<file path="src/rtcib_pkg.sv">
// Constants and types for the clock-register indirect access bridge
package rtcib_pkg;

  // Bridge register selects on the special function register bus
  localparam logic [1:0] SEL_KEY = 2'h0;
  localparam logic [1:0] SEL_ADR = 2'h1;
  localparam logic [1:0] SEL_DAT = 2'h2;

  // Address register field positions
  localparam int ADR_BUSY_BIT = 7;
  localparam int ADR_SEQUENTIAL_READ_ENABLE_BIT = 6;
  localparam int ADR_SHORT_BIT = 4;
  localparam int ADR_IDX_MSB = 3;

  // Internal register indices
  localparam logic [3:0] IDX_CAPTURE0 = 4'h0;
  localparam logic [3:0] IDX_CLOCK_CTRL = 4'h4;
  localparam logic [3:0] IDX_OSC_CTRL = 4'h5;
  localparam logic [3:0] IDX_OSC_CFG = 4'h6;
  localparam logic [3:0] IDX_HOLE = 4'h7;
  localparam logic [3:0] IDX_ALARM0 = 4'h8;
  localparam logic [3:0] IDX_LAST = 4'hB;
  localparam int NUM_ENTRIES = 12;

  // Reset values
  localparam logic SHORT_RESET = 1'h1;
  localparam logic [7:0] ENTRY_RESET = 8'h00;

  // Access durations in system clock cycles
  localparam logic [2:0] OP_CYCLES_LONG = 3'h7;
  localparam logic [2:0] OP_CYCLES_SHORT = 3'h6;

  typedef enum logic [1:0] {OP_IDLE, OP_READ, OP_WRITE} rtcib_op_e;

  typedef struct packed {
    logic wr;
    logic rd;
    logic [1:0] sel;
    logic [7:0] wdata;
  } rtcib_sfr_req_s;

  typedef struct packed {
    logic [31:0] capture;
    logic [7:0] clock_ctrl;
    logic [7:0] osc_ctrl;
    logic [7:0] osc_cfg;
    logic [31:0] alarm;
  } rtcib_clk_regs_s;

endpackage

</file>
<file path="src/rtcib_regbank.sv">
// Internal clock register bank reached by the bridge
`timescale 1ns/10ps
module rtcib_regbank #(
  parameter int IDX_W = 4
) (
  // Clock and reset
  input wire logic clk,
  input wire logic rst,
  // Indirect access port
  input wire logic wr_en,
  input wire logic [IDX_W-1:0] idx,
  input wire logic [7:0] wdata,
  output logic [7:0] rdata,
  // Register contents toward the clock core
  output rtcib_pkg::rtcib_clk_regs_s regs
);

  logic [7:0] mem_q [rtcib_pkg::NUM_ENTRIES];
  logic idx_ok;

  // Index 7 and anything past the alarm bytes is a hole
  assign idx_ok = (idx <= IDX_W'(rtcib_pkg::IDX_LAST)) &&
                  (idx != IDX_W'(rtcib_pkg::IDX_HOLE));

  // Every mapped entry is its own byte register
  for (genvar i = 0; i < rtcib_pkg::NUM_ENTRIES; i++) begin : g_entry
    logic hit;
    assign hit = wr_en && idx_ok && (idx == IDX_W'(i));
    always_ff @(posedge clk) begin
      if (rst) begin
        mem_q[i] <= rtcib_pkg::ENTRY_RESET;
      end else if (hit) begin
        mem_q[i] <= wdata;
      end
    end
  end

  assign rdata = idx_ok ? mem_q[idx] : 8'h00;

  assign regs.capture = {mem_q[3], mem_q[2], mem_q[1],
                         mem_q[rtcib_pkg::IDX_CAPTURE0]};
  assign regs.clock_ctrl = mem_q[rtcib_pkg::IDX_CLOCK_CTRL];
  assign regs.osc_ctrl = mem_q[rtcib_pkg::IDX_OSC_CTRL];
  assign regs.osc_cfg = mem_q[rtcib_pkg::IDX_OSC_CFG];
  assign regs.alarm = {mem_q[11], mem_q[10], mem_q[9],
                       mem_q[rtcib_pkg::IDX_ALARM0]};

endmodule

</file>
<file path="src/rtcib_bridge.sv">
// Indirect access bridge from the core's register bus to the clock
`timescale 1ns/10ps
module rtcib_bridge #(
  parameter int IDX_W = 4
) (
  // Clock and reset
  input wire logic clk,
  input wire logic rst,
  // Special function register bus
  input wire rtcib_pkg::rtcib_sfr_req_s sfr_req,
  output logic [7:0] sfr_rdata_q,
  // Clock register contents
  output rtcib_pkg::rtcib_clk_regs_s clk_regs,
  // Bridge state
  output logic busy_q
);

  if (IDX_W != 4) begin : g_bad_idx
    $error("rtcib_bridge: index width must be 4");
  end

  // Address register fields
  logic [IDX_W-1:0] index_q;
  logic sequential_read_enable_q;
  logic short_q;
  logic short_d;
  // Data register
  logic [7:0] dat_q;
  logic [7:0] dat_d;
  // Sequencer
  rtcib_pkg::rtcib_op_e op_q;
  rtcib_pkg::rtcib_op_e op_d;
  logic [2:0] cnt_q;
  logic [2:0] cnt_d;
  logic busy_d;
  logic [2:0] len_q;
  logic [2:0] len_d;
  logic [7:0] sfr_rdata_d;

  // Bus decode
  logic wr_key;
  logic wr_adr;
  logic wr_dat;
  logic rd_adr;
  logic rd_dat;
  assign wr_key = sfr_req.wr && (sfr_req.sel == rtcib_pkg::SEL_KEY);
  assign wr_adr = sfr_req.wr && (sfr_req.sel == rtcib_pkg::SEL_ADR);
  assign wr_dat = sfr_req.wr && (sfr_req.sel == rtcib_pkg::SEL_DAT);
  assign rd_adr = sfr_req.rd && (sfr_req.sel == rtcib_pkg::SEL_ADR);
  assign rd_dat = sfr_req.rd && (sfr_req.sel == rtcib_pkg::SEL_DAT);

  // Start conditions; a start while busy is dropped
  logic start_wr;
  logic start_rd_busy;
  logic start_rd_auto;
  logic start_rd;
  logic start_any;
  logic done;
  assign start_wr = wr_dat && !busy_q;
  assign start_rd_busy = wr_adr && sfr_req.wdata[rtcib_pkg::ADR_BUSY_BIT]
                         && !busy_q;
  assign start_rd_auto = rd_dat && sequential_read_enable_q && !busy_q;
  assign start_rd = start_rd_busy || start_rd_auto;
  assign start_any = start_wr || start_rd;
  assign done = busy_q && (cnt_q == 3'h0);

  // Address register as seen by the core; bit 5 reads zero
  logic [7:0] adr_view;
  assign adr_view = {busy_q, sequential_read_enable_q, 1'b0, short_q,
                     index_q};

  // Internal bank
  logic [7:0] bank_rdata;
  logic bank_wr;
  assign bank_wr = done && (op_q == rtcib_pkg::OP_WRITE);

  rtcib_regbank #(
    .IDX_W(IDX_W)
  ) u_bank (
    .clk(clk),
    .rst(rst),
    .wr_en(bank_wr),
    .idx(index_q),
    .wdata(dat_q),
    .rdata(bank_rdata),
    .regs(clk_regs)
  );

  // Short strobe picks the duration at the start of each access
  logic [2:0] start_len;
  assign start_len = short_d ? rtcib_pkg::OP_CYCLES_SHORT
                             : rtcib_pkg::OP_CYCLES_LONG;

  // Short strobe next value
  assign short_d = wr_adr ? sfr_req.wdata[rtcib_pkg::ADR_SHORT_BIT]
                          : short_q;

  // Data register: core write, or captured read result
  always_comb begin
    dat_d = dat_q;
    if (done && (op_q == rtcib_pkg::OP_READ)) begin
      dat_d = bank_rdata;
    end else if (start_wr) begin
      dat_d = sfr_req.wdata;
    end
  end

  // Sequencer next state
  always_comb begin
    op_d = op_q;
    cnt_d = cnt_q;
    busy_d = busy_q;
    len_d = len_q;
    if (start_any) begin
      op_d = start_wr ? rtcib_pkg::OP_WRITE : rtcib_pkg::OP_READ;
      cnt_d = start_len - 3'h1;
      busy_d = 1'b1;
      len_d = start_len;
    end else if (done) begin
      op_d = rtcib_pkg::OP_IDLE;
      busy_d = 1'b0;
    end else if (busy_q) begin
      cnt_d = cnt_q - 3'h1;
    end
  end

  // Read data mux, registered so the output is a flop
  always_comb begin
    sfr_rdata_d = 8'h00;
    unique case (sfr_req.sel)
      rtcib_pkg::SEL_ADR: sfr_rdata_d = adr_view;
      rtcib_pkg::SEL_DAT: sfr_rdata_d = dat_q;
      default: sfr_rdata_d = 8'h00;
    endcase
  end

  // Index and auto-read bits are kept through reset
  always_ff @(posedge clk) begin
    if (wr_adr) begin
      index_q <= sfr_req.wdata[rtcib_pkg::ADR_IDX_MSB:0];
      sequential_read_enable_q <= sfr_req.wdata[rtcib_pkg::ADR_SEQUENTIAL_READ_ENABLE_BIT];
    end
  end

  // Data register is kept through reset
  always_ff @(posedge clk) begin
    dat_q <= dat_d;
  end

  // Key writes touch nothing; the interface is always open
  always_ff @(posedge clk) begin
    if (rst) begin
      short_q <= rtcib_pkg::SHORT_RESET;
    end else begin
      short_q <= short_d;
    end
  end

  always_ff @(posedge clk) begin
    if (rst) begin
      op_q <= rtcib_pkg::OP_IDLE;
      cnt_q <= 3'h0;
      busy_q <= 1'b0;
      len_q <= 3'h0;
    end else begin
      op_q <= op_d;
      cnt_q <= cnt_d;
      busy_q <= busy_d;
      len_q <= len_d;
    end
  end

  always_ff @(posedge clk) begin
    if (rst) begin
      sfr_rdata_q <= 8'h00;
    end else if (sfr_req.rd) begin
      sfr_rdata_q <= sfr_rdata_d;
    end
  end

  // Helper: bank data sampled at completion of a write
  logic [7:0] last_wr_data_q;
  logic [IDX_W-1:0] last_wr_idx_q;
  always_ff @(posedge clk) begin
    if (bank_wr) begin
      last_wr_data_q <= dat_q;
      last_wr_idx_q <= index_q;
    end
  end
endmodule

</file>
<file path="config.mk">
export PLATFORM = sky130hd
export DESIGN_NAME = rtcib_bridge
export DESIGN_NICKNAME = d
export VERILOG_FILES = /design/src/rtcib_pkg.sv /design/src/rtcib_regbank.sv /design/src/rtcib_bridge.sv
export SDC_FILE = /design/constraint.sdc
export NUM_CORES = 1
export LEC_CHECK = 0
export BUFFER_PORTS_ARGS = -buffer_cell sky130_fd_sc_hd__buf_2
export CAP_MARGIN = 20
export CORE_MARGIN = 3
export CORE_UTILIZATION = 56
export CTS_CLUSTER_SIZE = 12
export DETAILED_ROUTE_END_ITERATION = 10
export PLACE_DENSITY = 0.77
export SYNTH_ARGS = -nofsm -noshare
export SYNTH_HDL_FRONTEND = slang
export SYNTH_SLANG_ARGS = --single-unit
</file>
<file path="constraint.sdc">
create_clock -name clk -period 2.45 [get_ports clk]
set_input_delay 0.1225 -clock clk [delete_from_list [all_inputs] [get_ports clk]]
set_output_delay 0.1225 -clock clk [all_outputs]
set_load 0.05 [all_outputs]
</file>
==> results.toml <==
[clock_tree]
cts_num_sinks = 128
cts_htree_levels = 4
ctsHoldBuffers = 10
postCtsSetupBuffers = 0
cts_tree = "built"
clk_path_buf_depth = 2
clk_pin_slew_ns = 0.06
cts_resized = 0
insertion_delay_ns = 0.52
cts_root_buf = "clkbuf_8"
numCtsBuffers = 17

[global_routing]
grt_start_max_net_pins = 30
antenna_found_initial = 0
busiest_layer = "met2"
grt_use_met1_pct = 36.5
use_met2_pct = 40.3
grt_pass1_vias = 4238
grt_first_pass_wirelength_um = 23300
track_usage_pct = 26.5
met3_usage_pct = 7.69
grt_overflow = 0

[critical_path]
r2r_slack_ns = 0.43
cp.required_ns = 2.70
critPathKind = "flop to flop"
critPathLaunchType = "flop"
end_kind = "flop"
critPathArrivalTime_ns = 2.26
critical_path.max_fanout = 28
ff2ff_path_depth = 5
r2r-end = "dat_q[0]$_DFFE_PP_"

[worst_hold_path]
min_path_type = "primary input to flop"
hold_path_startpoint = "rst"
min_path_cells = 4
whs_endpoint = "op_q[0]$_SDFFE_PP0P_"

[timing]
slew_violations = 0
layout_min_cycle_time_ns = 2.02
fmax_mhz = 496
rsz0062_at_grt = "false"
setup-violations-final = 0
max_slew_margin_pct = 58.9
worst_slew_pin_slew_ns = 0.617
hold_viol = 0
fin_crit_sh_pct = 82.3
fin_setup_tns_ns = 0
skew_ns = 0.00930

[die]
rows = 37
initial_utilization_pct = 58.2
die_area_um2 = 12200
ios = 111
die_w_um = 110
coreArea_um2 = 10500
die_y_um = 110

[drt]
drc = 0
postRouteAntennaNets = 0
first_pass_iters = 5
wl_per_cell_um = 20.5
drt-total-wl_um = 15500
num_vias = 4371
viasPerCell = 5.77
drt_iter0_drc = 519

[logic_synthesis]
synth.top_cells.by_count = "109 x edfxtp_1, 89 x and2_1, 32 x mux2i_1"
synth.largest_area_cell = "edfxtp_1"
synth_edf_count = 109
netlist_area_um2 = 6090
synthArstFlopShare_pct = 0
synth_top_area_share_pct = 53.7
post-synth-top-count-cell = "edfxtp_1"
yosys_warnings = 0
ys.flop_type = "edfxtp_1"
synth-seq-cells = 128
avgSynthCellArea_um2 = 12.7
synthTopCellsByArea = "edfxtp_1 54%, and2_1 9.1%, dfxtp_1 6.2%"
ys_types = 52
seq_area_frac_synth_pct = 60.0
synth_cells = 481

[power]
p_leak_nw = 3.13
report.power.total_mw = 5.39
vdd_ir_drop_max_uv = 459
p_per_area_nw_per_um2 = 729

[placed_design]
gp_congestion = 0.915
dp.cells = 715
dp_hpwl_um = 10900
port-buffer-count = 110

[layout]
multiInputGateArea_um2 = 2260
syn2layout_area_growth_pct = 21.4
insertedDiodeCount = 0
fillCellCount = 748
seqCellArea_um2 = 3650
final_cells = 757
drive_gt1_share_pct = 28.8
nets = 626

[run_status]
status = "completed"

[flow_run]
drv_cap = 0
==> metrics by stage <==
step	hold slack, ns	util, %	worst slack [ns]	instance area [µm²]
2_1_floorplan	0.221	-	0.0548	6120
3_3_place_gp	0.339	64.7	0.510	6770
3_5_place_dp	0.337	64.7	0.485	6770
4_1_cts	0.112	70.7	0.439	7390
5_1_grt	0.143	70.7	0.332	7390
6_report	0.141	70.7	0.435	7390
==> how the worst max path moves through the flow <==
stage,start,to,slack [ns],cells after the start
final,flop,dat_q[0]$_DFFE_PP_,0.43,5
after global routing,flop,dat_q[0]$_DFFE_PP_,0.33,5
after CTS,flop,dat_q[0]$_DFFE_PP_,0.44,5
after detailed placement,cnt_q[0]$_SDFFE_PP0P_,u_bank.mem_q[8][3]$_SDFFCE_PN0P_,0.49,6
after global placement,flop,dat_q[4]$_DFFE_PP_,0.51,5
after floorplan,busy_q$_SDFFE_PP0P_,u_bank.mem_q[10][0]$_SDFFCE_PN0P_,0.05,5
==> routing by layer <==
layer	wire [µm]	vias to the layer above
met5	0	-
met2	7200	242
li1	-	1986
met4	338	0
met1	6350	2115
met3	1640	28
==> layout make-up <==
cell class	count	share of cell area (%)
clock inverters	8	0.863
flip-flops and latches	128	49.4
well taps	136	2.30
repair buffers	132	10.2
inverters	9	0.457
multi-input cells	320	30.5
clock buffers	24	6.23
==> layout by cell type (no fill, tap or decap), types with 13 or more instances in the layout <==
cell type	instances
buf_2	110
edfxtp_1	109
and2_1	89
mux2i_1	32
nor2_1	26
nand2_1	22
dfxtp_1	18
clkbuf_16	16
o21ai_1	15
nand2b_1	13
==> logic make-up after synthesis <==
group | share of synthesized area, %
AO/OA/AOI/OAI | 5.28
XOR/XNOR | 0.288
adder cells (fa/ha/maj) | 0.822
buffers and inverters | 3.41
flip-flops | 60.0
multiplexers | 8.59
other | 0.0616
AND/OR/NAND/NOR | 21.6
==> sequential cells by signal, summed over array words and instances, names as in the netlist, named ones only <==
signal / flops
u_bank.mem_q: 96
dat_q: 8
sfr_rdata_q: 8
index_q: 4
cnt_q: 3
op_q: 2
busy_q: 1
sequential_read_enable_q: 1
short_q: 1
==> worst max-delay path: stages, from the launching register on <==
cell     delay [ns]
dfxtp_2        0.54
buf_12         0.27
mux2i_1        0.27
nor2_1         0.06
nor4_1         0.45
o21ai_1        0.13
==> report_power, final <==
| part | switching (mW) | internal, mW | total (mW) |
|---|---|---|---|
| Combinational | 0.419 | 0.186 | 0.605 |
| Sequential | 0.0941 | 2.45 | 2.55 |
| Clock | 0.856 | 1.38 | 2.24 |
(Power assumes the default switching activity.)
